--- src/verilog/aofc_pkg.sv ---
`default_nettype none
package aofc_pkg;
	// Output word, buffer, input bus and difference shape.
	localparam int          WORD_W        = 8;
	localparam int          BUF_DEPTH     = 2;
	localparam int          MV_W          = 16;
	localparam int          DIFF_W        = MV_W + 1;

	// Timing base.
	localparam int          CLK_PERIOD_NS = 100;

	// Coding: one step is 4 mV, full scale is +/-512 mV.
	localparam int          LSB_SHIFT     = 2;
	localparam logic [7:0]  CODE_MID      = 8'h80;
	localparam logic [7:0]  CODE_MAX      = 8'hFF;
	localparam logic [7:0]  CODE_MIN      = 8'h00;
	localparam int          CODE_SPAN     = 256;

	// Four-level select pin, sampled as a fraction of the supply (255 = full supply).
	localparam logic [7:0]  BAND_TOP_MIN  = 8'hD5;
	localparam logic [7:0]  BAND_HALF_MIN = 8'h80;
	localparam logic [7:0]  BAND_LOW_MIN  = 8'h2B;

	// Forwarded clock shape, in clk cycles.
	localparam logic [1:0]  FWD_SETUP_CYC = 2'h2;
	localparam logic [1:0]  FWD_HIGH_CYC  = 2'h2;

	// Stabilizer settle wait and the slowest sample period it works at.
	localparam int          DCS_WAIT_NS   = 5000;
	localparam int          DCS_WAIT_CYC  = (DCS_WAIT_NS + CLK_PERIOD_NS - 1) / CLK_PERIOD_NS;
	localparam logic [7:0]  DCS_MAX_PER   = 8'h10;
	localparam logic [7:0]  PER_RST       = 8'h00;
	localparam logic [6:0]  LOCK_RST      = 7'h00;

	typedef enum logic [1:0] {
		AOFC_BAND_BOTTOM,
		AOFC_BAND_LOW,
		AOFC_BAND_HIGH,
		AOFC_BAND_TOP
	} aofc_band_t;

	typedef enum logic [1:0] {
		AOFC_ST_IDLE,
		AOFC_ST_SETUP,
		AOFC_ST_HIGH
	} aofc_state_t;
endpackage
`default_nettype wire

--- src/verilog/aofc_fifo.sv ---
`timescale 1ns/1ps
`default_nettype none
module aofc_fifo
	import aofc_pkg::*;
#(
	parameter int W     = WORD_W,
	parameter int DEPTH = BUF_DEPTH
) (
	// Clock and reset.
	input  wire logic         clk,
	input  wire logic         srst,
	// Filling side.
	input  wire logic         in_valid,
	output logic              in_ready,
	input  wire logic [W-1:0] in_data,
	// Draining side.
	output logic              out_valid,
	input  wire logic         out_ready,
	output logic [W-1:0]      out_data
);
	localparam int PW = (DEPTH > 1) ? $clog2(DEPTH) : 1;
	localparam int CW = $clog2(DEPTH + 1);

	logic [W-1:0]  mem_q [DEPTH];
	logic [PW-1:0] wr_ptr_q;
	logic [PW-1:0] rd_ptr_q;
	logic [CW-1:0] count_q;
	logic          push;
	logic          pop;

	assign in_ready  = (count_q != CW'(DEPTH));
	assign out_valid = (count_q != '0);
	assign out_data  = mem_q[rd_ptr_q];
	assign push      = in_valid && in_ready;
	assign pop       = out_valid && out_ready;

	always_ff @(posedge clk) begin
		if (push) begin
			mem_q[wr_ptr_q] <= in_data;
		end
	end

	always_ff @(posedge clk) begin
		if (srst) begin
			wr_ptr_q <= '0;
			rd_ptr_q <= '0;
		end else begin
			if (push) begin
				wr_ptr_q <= (wr_ptr_q == PW'(DEPTH - 1)) ? '0 : wr_ptr_q + 1'b1;
			end
			if (pop) begin
				rd_ptr_q <= (rd_ptr_q == PW'(DEPTH - 1)) ? '0 : rd_ptr_q + 1'b1;
			end
		end
	end

	always_ff @(posedge clk) begin
		if (srst) begin
			count_q <= '0;
		end else if (push && !pop) begin
			count_q <= count_q + 1'b1;
		end else if (pop && !push) begin
			count_q <= count_q - 1'b1;
		end
	end
endmodule
`default_nettype wire

--- src/verilog/aofc_top.sv ---
// Operation
// Upper two select-pin bands give offset binary, lower two give twos complement.
// Stabilizer is on in the two middle bands, off at top and bottom.
// Zero differential input gives midscale, 1000 0000 or 0000 0000.
// Input at or above +full scale saturates at 1111 1111 or 0111 1111.
// Input at or below -full scale saturates at 0000 0000 or 1000 0000.
// One code step per 4 mV; just above midscale is 1000 0001 or 0000 0001.
// A differential forwarded clock travels with the parallel data word.
// Forwarded clock and data keep a fixed, matched relation.
// Receiver latches data on the forwarded clock, not its own clock.
// Receiver ignores words until stabilizer settles 5 us after a rate increase.
// Stabilizer locks to sample clock rising edges; not needed below minimum rate.
// Twos complement is offset binary with MSB inverted; one word per sample; a sample that finds the buffer full gives no word.
`timescale 1ns/1ps
`default_nettype none
module aofc_top
	import aofc_pkg::*;
(
	// Clock and reset.
	input  wire logic              clk,
	input  wire logic              srst,
	// Converter inputs from outside this clock domain.
	input  wire logic              sample_clk,
	input  wire logic [MV_W-1:0]   analog_in_pos,
	input  wire logic [MV_W-1:0]   analog_in_neg,
	input  wire logic [7:0]        format_stabilizer_select,
	// Receiver side.
	input  wire logic              rx_ready,
	output logic [WORD_W-1:0]      data_out,
	output logic                   fwd_clock_pos,
	output logic                   fwd_clock_neg,
	// Status.
	output logic                   twos_mode,
	output logic                   dcs_enabled,
	output logic                   dcs_locked,
	output logic                   sample_stall
);
	logic [2:0]          sclk_sync_q;
	logic [MV_W-1:0]     pos_m_q;
	logic [MV_W-1:0]     pos_s_q;
	logic [MV_W-1:0]     neg_m_q;
	logic [MV_W-1:0]     neg_s_q;
	logic [7:0]          sel_m_q;
	logic [7:0]          sel_s_q;
	logic [1:0]          rdy_sync_q;
	logic                sample_rise;
	logic                twos_q;
	logic                dcs_en_q;
	logic                dcs_locked_q;
	logic [7:0]          per_cnt_q;
	logic [7:0]          last_per_q;
	logic [6:0]          lock_cnt_q;
	logic signed [DIFF_W-1:0] diff;
	logic signed [DIFF_W-1:0] code_s;
	logic [WORD_W-1:0]   bin_word;
	logic [WORD_W-1:0]   word_c;
	logic                buf_in_ready;
	logic                buf_out_valid;
	logic                buf_pop;
	logic [WORD_W-1:0]   buf_out_data;
	aofc_state_t         state_q;
	logic [1:0]          phase_cnt_q;
	logic [WORD_W-1:0]   data_q;
	logic                fwd_pos_q;
	logic                fwd_neg_q;
	logic                stall_q;

	function automatic aofc_band_t decode_band(input logic [7:0] level);
		if (level >= BAND_TOP_MIN) begin
			return AOFC_BAND_TOP;
		end else if (level >= BAND_HALF_MIN) begin
			return AOFC_BAND_HIGH;
		end else if (level >= BAND_LOW_MIN) begin
			return AOFC_BAND_LOW;
		end
		return AOFC_BAND_BOTTOM;
	endfunction

	// Every outside input passes two flops; the third sample clock flop only feeds the edge detector.
	always_ff @(posedge clk) begin
		if (srst) begin
			sclk_sync_q <= 3'h0;
			rdy_sync_q  <= 2'h0;
		end else begin
			sclk_sync_q <= {sclk_sync_q[1:0], sample_clk};
			rdy_sync_q  <= {rdy_sync_q[0], rx_ready};
		end
	end

	// The analog and select buses are quasi-static relative to clk, so per-bit sync is acceptable.
	always_ff @(posedge clk) begin
		pos_m_q <= analog_in_pos;
		pos_s_q <= pos_m_q;
		neg_m_q <= analog_in_neg;
		neg_s_q <= neg_m_q;
		sel_m_q <= format_stabilizer_select;
		sel_s_q <= sel_m_q;
	end

	assign sample_rise = sclk_sync_q[1] && !sclk_sync_q[2];

	always_ff @(posedge clk) begin
		if (srst) begin
			twos_q   <= 1'b0;
			dcs_en_q <= 1'b0;
		end else begin
			unique case (decode_band(sel_s_q))
				AOFC_BAND_TOP: begin
					twos_q   <= 1'b0;
					dcs_en_q <= 1'b0;
				end
				AOFC_BAND_HIGH: begin
					twos_q   <= 1'b0;
					dcs_en_q <= 1'b1;
				end
				AOFC_BAND_LOW: begin
					twos_q   <= 1'b1;
					dcs_en_q <= 1'b1;
				end
				AOFC_BAND_BOTTOM: begin
					twos_q   <= 1'b1;
					dcs_en_q <= 1'b0;
				end
			endcase
		end
	end

	// Stabilizer model: locks after a steady run of rising edges; a shorter period restarts the wait.
	always_ff @(posedge clk) begin
		if (srst) begin
			per_cnt_q  <= PER_RST;
			last_per_q <= PER_RST;
		end else if (sample_rise) begin
			per_cnt_q  <= 8'h01;
			last_per_q <= per_cnt_q;
		end else if (per_cnt_q != 8'hFF) begin
			per_cnt_q <= per_cnt_q + 8'h01;
		end
	end

	always_ff @(posedge clk) begin
		if (srst) begin
			lock_cnt_q   <= LOCK_RST;
			dcs_locked_q <= 1'b0;
		end else if (!dcs_en_q || per_cnt_q > DCS_MAX_PER) begin
			lock_cnt_q   <= LOCK_RST;
			dcs_locked_q <= 1'b0;
		end else if (sample_rise && per_cnt_q < last_per_q) begin
			lock_cnt_q   <= LOCK_RST;
			dcs_locked_q <= 1'b0;
		end else if (lock_cnt_q == 7'(DCS_WAIT_CYC)) begin
			dcs_locked_q <= 1'b1;
		end else begin
			lock_cnt_q <= lock_cnt_q + 7'h01;
		end
	end

	// Quantize: 4 mV per code with floor rounding, clamped to the code range.
	assign diff   = $signed({pos_s_q[MV_W-1], pos_s_q}) - $signed({neg_s_q[MV_W-1], neg_s_q});
	assign code_s = (diff >>> LSB_SHIFT) + DIFF_W'(CODE_SPAN / 2);

	always_comb begin
		if (code_s >= DIFF_W'(CODE_SPAN)) begin
			bin_word = CODE_MAX;
		end else if (code_s < 0) begin
			bin_word = CODE_MIN;
		end else begin
			bin_word = code_s[WORD_W-1:0];
		end
	end

	assign word_c = twos_q ? {~bin_word[WORD_W-1], bin_word[WORD_W-2:0]} : bin_word;

	// One word per sample edge; a full buffer drops the sample and raises the stall flag.
	aofc_fifo #(
		.W     (WORD_W),
		.DEPTH (BUF_DEPTH)
	) u_buf (
		.clk       (clk),
		.srst      (srst),
		.in_valid  (sample_rise),
		.in_ready  (buf_in_ready),
		.in_data   (word_c),
		.out_valid (buf_out_valid),
		.out_ready (buf_pop),
		.out_data  (buf_out_data)
	);

	assign buf_pop = (state_q == AOFC_ST_IDLE) && buf_out_valid && rdy_sync_q[1];

	always_ff @(posedge clk) begin
		if (srst) begin
			stall_q <= 1'b0;
		end else begin
			stall_q <= !buf_in_ready;
		end
	end

	// Data and forwarded clock come from the same flop bank so their delays track.
	always_ff @(posedge clk) begin
		if (srst) begin
			state_q     <= AOFC_ST_IDLE;
			phase_cnt_q <= 2'h0;
			data_q      <= CODE_MIN;
			fwd_pos_q   <= 1'b1;
			fwd_neg_q   <= 1'b0;
		end else begin
			unique case (state_q)
				AOFC_ST_IDLE: begin
					if (buf_pop) begin
						data_q      <= buf_out_data;
						fwd_pos_q   <= 1'b0;
						fwd_neg_q   <= 1'b1;
						phase_cnt_q <= FWD_SETUP_CYC - 2'h1;
						state_q     <= AOFC_ST_SETUP;
					end
				end
				AOFC_ST_SETUP: begin
					if (phase_cnt_q == 2'h0) begin
						fwd_pos_q   <= 1'b1;
						fwd_neg_q   <= 1'b0;
						phase_cnt_q <= FWD_HIGH_CYC - 2'h1;
						state_q     <= AOFC_ST_HIGH;
					end else begin
						phase_cnt_q <= phase_cnt_q - 2'h1;
					end
				end
				AOFC_ST_HIGH: begin
					if (phase_cnt_q == 2'h0) begin
						state_q <= AOFC_ST_IDLE;
					end else begin
						phase_cnt_q <= phase_cnt_q - 2'h1;
					end
				end
			endcase
		end
	end

	assign data_out      = data_q;
	assign fwd_clock_pos = fwd_pos_q;
	assign fwd_clock_neg = fwd_neg_q;
	assign twos_mode     = twos_q;
	assign dcs_enabled   = dcs_en_q;
	assign dcs_locked    = dcs_locked_q;
	assign sample_stall  = stall_q;
endmodule
`default_nettype wire
--- config.mk ---
export PLATFORM = sky130hd
export DESIGN_NAME = aofc_top
export DESIGN_NICKNAME = d
export VERILOG_FILES = /design/src/verilog/aofc_pkg.sv /design/src/verilog/aofc_fifo.sv /design/src/verilog/aofc_top.sv
export SDC_FILE = /design/constraint.sdc
export NUM_CORES = 1
export LEC_CHECK = 0
export BUFFER_PORTS_ARGS = -buffer_cell sky130_fd_sc_hd__clkbuf_2
export CAP_MARGIN = 30
export CORE_UTILIZATION = 50
export CTS_BUF_LIST = sky130_fd_sc_hd__clkbuf_8
export CTS_CLUSTER_SIZE = 30
export DETAILED_ROUTE_END_ITERATION = 10
export GPL_ROUTABILITY_DRIVEN = 1
export PLACE_DENSITY = 0.8
export RECOVER_POWER = 100
export REMOVE_ABC_BUFFERS = 1
export SLEW_MARGIN = 15
export SYNTH_ARGS = -nofsm -noshare
export SYNTH_HDL_FRONTEND = slang
export SYNTH_SLANG_ARGS = --single-unit
export TNS_END_PERCENT = 100
--- constraint.sdc ---
create_clock -name clk -period 5.52 [get_ports clk]
set_input_delay 1.38 -clock clk [delete_from_list [all_inputs] [get_ports clk]]
set_output_delay 1.38 -clock clk [all_outputs]
set_load 0.02 [all_outputs]
Word level (Yosys, flattened, before mapping)
Memories as Yosys holds them, arrays and structs flattened. A register that Yosys moved wholly into a read port is not among the register bits. Index checks and enable logic that the tools add are counted.

Output and inout port bits: 14. Memories kept: 1. Input port bits: 44. Bits in writable memories: 16. Word-level logic and storage cells: 119. Flip-flop bits (word level): 122.

Memory list: u_buf.mem_q (depth 2, bits a word 8, rd ports 1, clocked after memory_dff 1, write ports 1, line aofc_fifo.sv:24) `logic [W-1:0] mem_q [DEPTH];`.

Equal/unequal tests: 12. Add/sub/neg operators: 9. Reductions and logical operators: 31. Multiplexer cells: 35. Magnitude comparators: 7. Bitwise gates (word level): 1.

Operators with widths (number): 2-bit 2-to-1 mux (12); 8-bit 2-to-1 mux (3); 16-bit by 16-bit subtractor with 17-bit output (1); 15-bit by 9-bit adder with 16-bit output (second input constant) (1); 16-bit by 10-bit >= comparator with 1-bit output (second input constant) (1); 8-bit >= comparator (second input constant) (2); 16-bit by 1-bit less-than comparator with 1-bit output (second input constant) (1); 1-bit 2-to-1 mux (14); 2-bit one-hot mux with 3 select lines (2); 2-bit OR reduction (5); 8-bit by 1-bit adder with 8-bit output (second input constant) (1); 8-bit by 6-bit >= comparator with 1-bit output (second input constant) (1); 8-bit by 5-bit greater-than comparator with 1-bit output (second input constant) (1); 1-bit logical AND (8); 8-bit less-than comparator (1); 2-bit != test (second input constant) (4); 8-bit != test (second input constant) (1); 1-bit one-hot mux with 2 select lines (4); 2-bit nonzero test (4); 7-bit by 1-bit adder with 7-bit output (second input constant) (1); 7-bit by 6-bit == test with 1-bit output (second input constant) (1); 2-bit == test (second input constant) (3); 2-bit zero test (3); 3-bit AND reduction (2); other kinds (10) (18).

Depth between registers and ports, before layout
Gate-level depths: netlist of run 1.

Depth after elaboration: 10. Depth in mapped cells: 15. Depth with buffers taken out: 15.

Modules after synthesis
Synthesis of run 1 repeated with hierarchy kept, for this count alone.

Cells, all modules: 533. Area total of the unflattened synthesis: 5585.4 sq um.

Modules (own cells, without submodules): aofc_top (instances 1, cells each 484, sequential area each 2522.4 sq um, area an instance 4779.6 sq um); aofc_fifo (instances 1, cells each 49, sequential area each 580.6 sq um, area an instance 805.8 sq um).

Worst setup path before layout of run 1
No wires, ideal clock.

Path type: reg-to-reg. From: reg neg_s_q[7]. To: mem u_buf.mem_q[0][7] (netlist name), data pin. Data required time: 5.251 ns. Clock period less this slack: 3.217 ns. Buffers on the path: 0. Stages on the path, launching flop included: 16. Slack: 2.303 ns. Setup time: 0.269 ns. Data arrival time: 2.948 ns. Cells stage by stage: dfxtp_1 > inv_1 > ha_1 > nand2_1 > or3_1 > o21a_1 > nor2b_1 > xnor2_2 > ha_1 > nor2b_1 > nand3_1 > a2111oi_2 > a211oi_2 > a31oi_4 > a21oi_2 > xor2_1.

Cells in the longest elaborated chain, start to end: 7. Elaborated cells on any way between the ends: 8. Classes of those cells: add/sub (2); order compare (2); mux (3); bitwise (1).

RTL lines: start, declared (line aofc_top.sv:42) `logic [MV_W-1:0] neg_s_q;`; start signal, assigned (line aofc_top.sv:95) `neg_s_q <= neg_m_q;`; 16-bit by 16-bit subtractor with 17-bit output * (line aofc_top.sv:159) `assign diff = $signed({pos_s_q[MV_W-1], pos_s_q}) - $signed({neg_s_q[MV_W-1], neg_s_q});`; 15-bit by 9-bit adder with 16-bit output * (line aofc_top.sv:160) `assign code_s = (diff >>> LSB_SHIFT) + DIFF_W'(CODE_SPAN / 2);`; 16-bit by 1-bit less-than comparator with 1-bit output (line aofc_top.sv:165) `end else if (code_s < 0) begin`; 8-bit 2-to-1 mux (line aofc_top.sv:165); 8-bit 2-to-1 mux * (line aofc_top.sv:163) `if (code_s >= DIFF_W'(CODE_SPAN)) begin`; 1-bit inverter (line aofc_top.sv:172) `assign word_c = twos_q ? {~bin_word[WORD_W-1], bin_word[WORD_W-2:0]} : bin_word;`; 8-bit 2-to-1 mux * (line aofc_top.sv:172); via u_buf.in_data[7] (line aofc_fifo.sv:15) `input wire logic [W-1:0] in_data,`; end, declared (line aofc_fifo.sv:24).

The timed path passes the listed nets; every way through them passes the cells marked *.

Worst setup path after layout of run 1
From: reg neg_s_q[7]. To: mem u_buf.mem_q[1][7] (netlist name), data pin.

Same word-level chain as after synthesis.

==> run metrics, run 1 <==
EDFF count, synth=16; Worst Path Arrival=4.31 ns; largest net degree at the start of global routing=39; WL per Instance=12.29 um; outcome=finished, violations left; fmax=0.2427 GHz; Detail Placement HPWL=6527 um; non-filler cells in the finished layout=728; P_sw=0.0006437 W; Final GP Congestion=0.8084; Tightest Hold Check Type=register to register; Max Cap Violations=1; Worst-Skew Late Latency=0.44 ns; failing checks=max-capacitance violations, max-slew violations; Slew @ Worst Pin=1.687 ns; Yosys top cell area share=47.32%; WP data required=5.71 ns; multi-input logic area=2215 um2; CTS Hold Buffers Added=0; CP cell instances=inv_1 > ha_1 > nand2_1 > or3_1 > o21a_1 > nor2b_1 > xnor2_1 > ha_1 > nor2b_1 > nand3_1 > a2111oi_0 > a211oi_2 > a31oi_1 > a21oi_2 > xor2_1; Seq pwr share=50.6%; crit path to=u_buf.mem_q[1][7]$_DFFE_PP_; mean post-synth cell area=10.66 um2; Total Power=0.002280 W; internal power=0.001636 W; H-tree Lvls=4; DR iter-0 viols=211; sw frac=28.23%; Crit Path Max Fanout=8; Setup WS pre-CTS=1.918 ns; TNS Setup=0 ns; grt ovf=0; worst vdd ir=333.7 uV; nets@finish=656; Gates resized, CTS repair=0; Core ar.=10510 um2; Num CTS Buffers=17; Final Hold Viols=0; Ports=58; die height=106.9 um; RSZ-0062 raised after global routing=false; crit path launch type=register; Worst Setup Slack, final=1.399 ns; Clock Sinks=146; P&R area growth vs syn=14.22%; Power Density=362.9 nW/um2; Clock transition at path regs=0.09 ns; Mapped Area=5500 um2; first-pass GRT wire length=15460 um; Crit. End Element=register; R2R Path Start=neg_s_q[7]$_DFF_P_; Critical R2R Capture=u_buf.mem_q[1][7]$_DFFE_PP_; final period utilization=74.66%; Port Buffer Count=57; Post-synth top flop=dfxtp_1; Synth Instances=516; ys async rst share=0%; row cnt=37; Worst path max stage delay=0.53 ns; LEAKAGE=2.571 nW; Rel. slew slack=-12.44%; CTS tree=yes; Fill cells=849; Synth area leader=dfxtp_1; Total Routing Usage GR=17.57%; initial antenna violation count=0; Placed Cells incl. Taps=696; layout cell share with drive strength beyond 1=14.19%; Gate power share=12.7%; Distinct cells, synth=56; Yosys Warn Count=0; drt drc=0; DR pass1 iterations=4; ANT nets after route=0; Post CTS Setup Buffer Count=0; R2R setup slack=1.40 ns; post-route design area=6282 um2; critical path class=register to register; die area=11420 um2; final slew viol count=39; total number of vias=3715; CP startpoint=neg_s_q[7]$_DFF_P_; WL final=8948 um; Cell Area, Placed=5906 um2; vias in the first global route=3614; crit path max-delay cell type=a31oi_1; Clock Path Buffers=2; Initial Util=52.34%; Setup Skew=0.01089 ns; register area=3083 um2; Seq/Total Area, Yosys=56.05%; DR vias/cell=5.103; register bit count reported by yosys=146; minimum clock period=4.121 ns; n_diodes=0; Reg2Reg Depth=15; Die Wd=106.9 um; final setup fails=0; clock share of power=36.7%; top cells by area, synth=dfxtp_1 47%, edfxtp_1 8.7%, ha_1 7.5%, a21oi_1 3.8%, nor2_1 3.2%; Clock Tree Root=clkbuf_8
==> cell type report <==
type / count / area share [%]
timing repair buffer: 57 / 4.242
sequential: 146 / 49.07
clock buffer: 17 / 3.724
inverter: 33 / 1.972
multi-input combinational: 324 / 35.25
tap: 136 / 2.709
clock inverter: 15 / 3.027
==> synth_stat cells (all sizes together) (2+ instances only) <==
master and instances:
dfxtp 130, nor2 47, a21oi 43, nand2 35
ha 33, inv 33, xnor2 17, edfxtp 16
a211oi 12, nor2b 12, o21ai 11, mux2i 10
nand3 10, xor2 9, a21o 8, clkbuf 8
nand2b 8, a31oi 7, o21a 7, and2 6
buf 5, nand4 5, and3 4, or3 4
a311oi 3, nor3 3, o211a 3, a2111oi 2
a21boi 2, and4 2, nor3b 2, nor4 2
nor4b 2, o21bai 2, o311a 2, o31ai 2
==> through the flow <==
step / hold slack (ns) / util (%)
2_1_floorplan: 0.3096 / -
3_3_place_gp: 0.3104 / 56.20
3_5_place_dp: 0.3121 / 56.20
4_1_cts: 0.3259 / 60.23
5_1_grt: 0.3283 / 59.78
6_report: 0.3234 / 59.78
==> placed cells by master, fill, tap and decap left out, types with 5 or more instances in the layout <==
cell and count:
a211oi_1 11, a21o_1 8, a21oi_1 42, a31oi_1 6, clkbuf_1 15, clkbuf_2 42, clkbuf_8 17, dfxtp_1 130
edfxtp_1 16, ha_1 33, inv_1 33, mux2i_1 10, nand2_1 35, nand2b_1 7, nand3_1 10, nand4_1 5
nor2_1 47, nor2b_1 12, o21a_1 7, o21ai_0 11, xnor2_1 16, xor2_1 9
==> critical path: cells and delay by family (launching register included) <==
family                   cells  cell delay, ns
AO/OA/AOI/OAI                5            1.34
XOR/XNOR                     2            0.55
adder cells (fa/ha/maj)      2            0.69
buffers and inverters        1            0.04
flip-flops                   1            0.31
AND/OR/NAND/NOR              5            0.93
==> power by group through the flow <==
stage	logic, W	registers (W)	clock network [W]
2_1_floorplan	0.000213	0.00118	0
3_3_place_gp	0.000280	0.00118	0
3_5_place_dp	0.000293	0.00118	0
4_1_cts	0.000296	0.00115	0.000860
5_1_grt	0.000325	0.00116	0.000908
6_report	0.000289	0.00115	0.000837
==> per-layer routing <==
metal,GRT usage (%),wire length (um),vias to the layer above
met5,0,0,-
met4,8.317,116,0
met3,5.714,403,9
met2,31.47,4562,93
met1,18.55,3865,1692
li1,-,-,1921
==> kinds of logic (layout without fill, tap and decap cells) <==
logic type	Yosys count	in the layout	share of synthesized area (%)
simple gates	142	142	12.53
flops	146	146	56.05
mux	10	10	1.820
buf+inv	46	122	3.162
xor+xnor	26	26	4.413
fa+ha+maj	33	33	7.507
compound gates	113	113	14.51
==> state kept, by name (all words and copies together) (netlist names), 2 cells and up <==
| register | flops |
|---|---|
| data_out | 8 |
| last_per_q | 8 |
| lock_cnt_q | 7 |
| neg_m_q | 16 |
| neg_s_q | 16 |
| per_cnt_q | 8 |
| phase_cnt_q | 2 |
| pos_m_q | 16 |
| pos_s_q | 16 |
| rdy_sync_q | 2 |
| sclk_sync_q | 3 |
| sel_m_q | 8 |
| sel_s_q | 8 |
| state_q | 2 |
| u_buf.count_q | 2 |
| u_buf.mem_q | 16 |
==> how the worst min path moves through the flow <==
stage               cells after the start                 end               start
finish                                  0  neg_s_q[6]$_DFF_P_  neg_m_q[6]$_DFF_P_
global route                            0  neg_s_q[6]$_DFF_P_  neg_m_q[6]$_DFF_P_
CTS                                     0  neg_s_q[6]$_DFF_P_  neg_m_q[6]$_DFF_P_
detailed placement                      0  neg_s_q[6]$_DFF_P_  neg_m_q[6]$_DFF_P_
global placement                        0  pos_s_q[9]$_DFF_P_  pos_m_q[9]$_DFF_P_
floorplan                               0  neg_s_q[0]$_DFF_P_  neg_m_q[0]$_DFF_P_
Power figures use the tool's default switching activity.
==> run 2, diff against run 1 <==
clock period = 4.2 ns   (was 5.52 ns; I/O delays follow)
==> run 2 against run 1 <==
Effect of this change:
- the run still ends with max-capacitance violations, max-slew violations left
- combinational power is 33% higher
- clock-buffer cell count stayed put
- worst hold slack barely moved
- core utilization down 0.18 points
- flip-flop and latch count unchanged
- cell count stayed put
- sequential share of layout area up 0.15 points
- register-to-register slack lost 0.88 ns
- power rose by 29%
- non-clock buffer count unchanged
- largest power group unchanged
==> run metrics, run 2 (synthesis results as in run 1) <==
crit path max-delay cell type=o31ai_2 (was a31oi_1); Clock Path Buffers=2 (unchanged); Buf/Inv on CP=1 (unchanged); layout cell share with drive strength beyond 1=14.36% (was 14.19%); failing checks=max-capacitance violations, max-slew violations (unchanged); Worst path max stage delay=0.45 ns (was 0.53 ns); Final Hold Viols=0 (unchanged); post-route design area=6264 um2 (was 6282 um2); Clock transition at path regs=0.08 ns (was 0.09 ns); critical path class=register to register (unchanged); row cnt=37 (unchanged); Crit. End Element=register (unchanged); Worst Path Arrival=3.86 ns (was 4.31 ns); final slew viol count=39 (unchanged); WL per Instance=12.40 um (was 12.29 um); Power Density=469.7 nW/um2 (was 362.9 nW/um2); leading cell type in the layout, fill and taps excluded=dfxtp_1 (unchanged); crit path launch type=register (unchanged); minimum clock period=3.678 ns (was 4.121 ns); Setup Skew=0.008439 ns (was 0.01089 ns); Crit Path Max Fanout=8 (unchanged); grt ovf=0 (unchanged); ANT nets after route=0 (unchanged); CTS tree=yes (unchanged); Initial Util=52.34% (unchanged); Fill cells=848 (was 849); Max Cap Violations=1 (unchanged); die height=106.9 um (unchanged); Clock Sinks=146 (unchanged); DR iter-0 viols=120 (was 211); DR pass1 iterations=5 (was 4); final setup fails=0 (unchanged); drt drc=0 (unchanged); Worst Setup Slack, final=0.5220 ns (was 1.399 ns); vias in the first global route=3751 (was 3614); Ports=58 (unchanged); n_diodes=0 (unchanged); CTS Hold Buffers Added=0 (unchanged); P&R area growth vs syn=13.88% (was 14.22%); final period utilization=87.57% (was 74.66%); Cell Area, Placed=5906 um2 (unchanged); Total Routing Usage GR=17.84% (was 17.57%); Rel. slew slack=-6.153% (was -12.44%); RSZ-0062 raised after global routing=false (unchanged); nets@finish=656 (unchanged); first-pass GRT wire length=15900 um (was 15460 um); cell family with most CP delay=compound AO/OA/AOI/OAI gates (unchanged); WL final=9024 um (was 8948 um); fmax=0.2719 GHz (was 0.2427 GHz); worst vdd ir=456.2 uV (was 333.7 uV); most frequent CP cell=ha_1; Port Buffer Count=57 (unchanged); Num CTS Buffers=17 (unchanged); DR vias/cell=5.114 (was 5.103); Post CTS Setup Buffer Count=0 (unchanged); Gates resized, CTS repair=0 (unchanged); Detail Placement HPWL=6555 um (was 6527 um); Tightest Hold Check Type=register to register (unchanged); commonest non-fill, non-tap cells in the layout=130 x dfxtp_1, 47 x nor2_1, 43 x a21oi_1, 42 x clkbuf_2, 35 x nand2_1 (was 130 x dfxtp_1, 47 x nor2_1, 42 x a21oi_1, 42 x clkbuf_2, 35 x nand2_1); Die Wd=106.9 um (unchanged); Worst-Skew Late Latency=0.44 ns (about the same); Slew @ Worst Pin=1.592 ns (was 1.687 ns); H-tree Lvls=4 (unchanged); TNS Setup=0 ns (unchanged); Core ar.=10510 um2 (unchanged); die area=11420 um2 (unchanged); total number of vias=3723 (was 3715); largest net degree at the start of global routing=39 (unchanged); outcome=finished, violations left (unchanged); WP data required=4.38 ns (was 5.71 ns); CP cell instances=inv_1 > ha_1 > o21a_1 > nor2_1 > o31ai_2 > a21boi_2 > xnor2_1 > ha_1 > nor2b_1 > nand3_1 > a2111oi_2 > a211oi_1 > a31oi_4 > a21oi_1 > xor2_1 (was inv_1 > ha_1 > nand2_1 > or3_1 > o21a_1 > nor2b_1 > xnor2_1 > ha_1 > nor2b_1 > nand3_1 > a2111oi_0 > a211oi_2 > a31oi_1 > a21oi_2 > xor2_1); initial antenna violation count=0 (unchanged); LEAKAGE=2.563 nW (was 2.571 nW); Final GP Congestion=0.8166 (was 0.8084); Clock Tree Root=clkbuf_8 (unchanged); Setup WS pre-CTS=0.5640 ns (was 1.918 ns)
## run 2: changes by cell type in the layout (fill, tap and decap cells not counted), sizes merged
cell,previous run,this run
inv,40,39
clkinv,5,6
## run 2: routing by layer
metal	vias up	global-route usage, %	wire (um)
met1	1703	19.02	3936
met5	-	0	0
met2	79	31.29	4447
met4	0	8.317	223
li1	1919	-	-
met3	22	6.444	417
## run 2: area by class of cell
class | instances | area, um2 | share of cell area [%]
flip-flops and latches | 146 | 3083 | 49.22
multi-input cells | 324 | 2235 | 35.68
repair buffers | 57 | 266.5 | 4.255
clock buffers | 17 | 234.0 | 3.736
well taps | 136 | 170.2 | 2.717
clock inverters | 15 | 151.4 | 2.417
inverters | 33 | 123.9 | 1.978
## run 2: worst reg2reg max path, delay by kind of cell, from the launching register on
family	cells	cell delay, ns
compound gates	7	1.46
xor+xnor	2	0.53
fa+ha+maj	2	0.66
buf+inv	1	0.03
flops	1	0.31
simple gates	3	0.42
## run 2: power breakdown
group	leakage, nW	internal, W	total, W	switching (W)
Combinational	1.15	0.000161	0.000383	0.000223
Sequential	1.22	0.00148	0.00152	0.0000332
Clock	0.193	0.000486	0.00104	0.000558
## run 2: path summary, 6_finish.rpt
kind                      startpoint                     endpoint  slack (ns)  cells after the start
setup / recovery  neg_s_q[2]$_DFF_P_  u_buf.mem_q[0][7]$_DFFE_PP_        0.52                     15
hold / removal    neg_m_q[6]$_DFF_P_           neg_s_q[6]$_DFF_P_        0.32                      0
setup reg to reg  neg_s_q[2]$_DFF_P_  u_buf.mem_q[0][7]$_DFFE_PP_        0.52                     15
hold reg to reg   neg_m_q[6]$_DFF_P_           neg_s_q[6]$_DFF_P_        0.32                      0
## run 2: per-stage QoR
stage	power (W)	utilization [%]	cells	hold slack, ns
floorplan	0.001830	-	503	0.3096
global placement	0.001914	56.20	696	0.3103
detailed placement	0.001934	56.20	696	0.3121
CTS	0.002978	59.86	728	0.3263
global route	0.003092	59.60	728	0.3327
finish	0.002942	59.60	728	0.3234
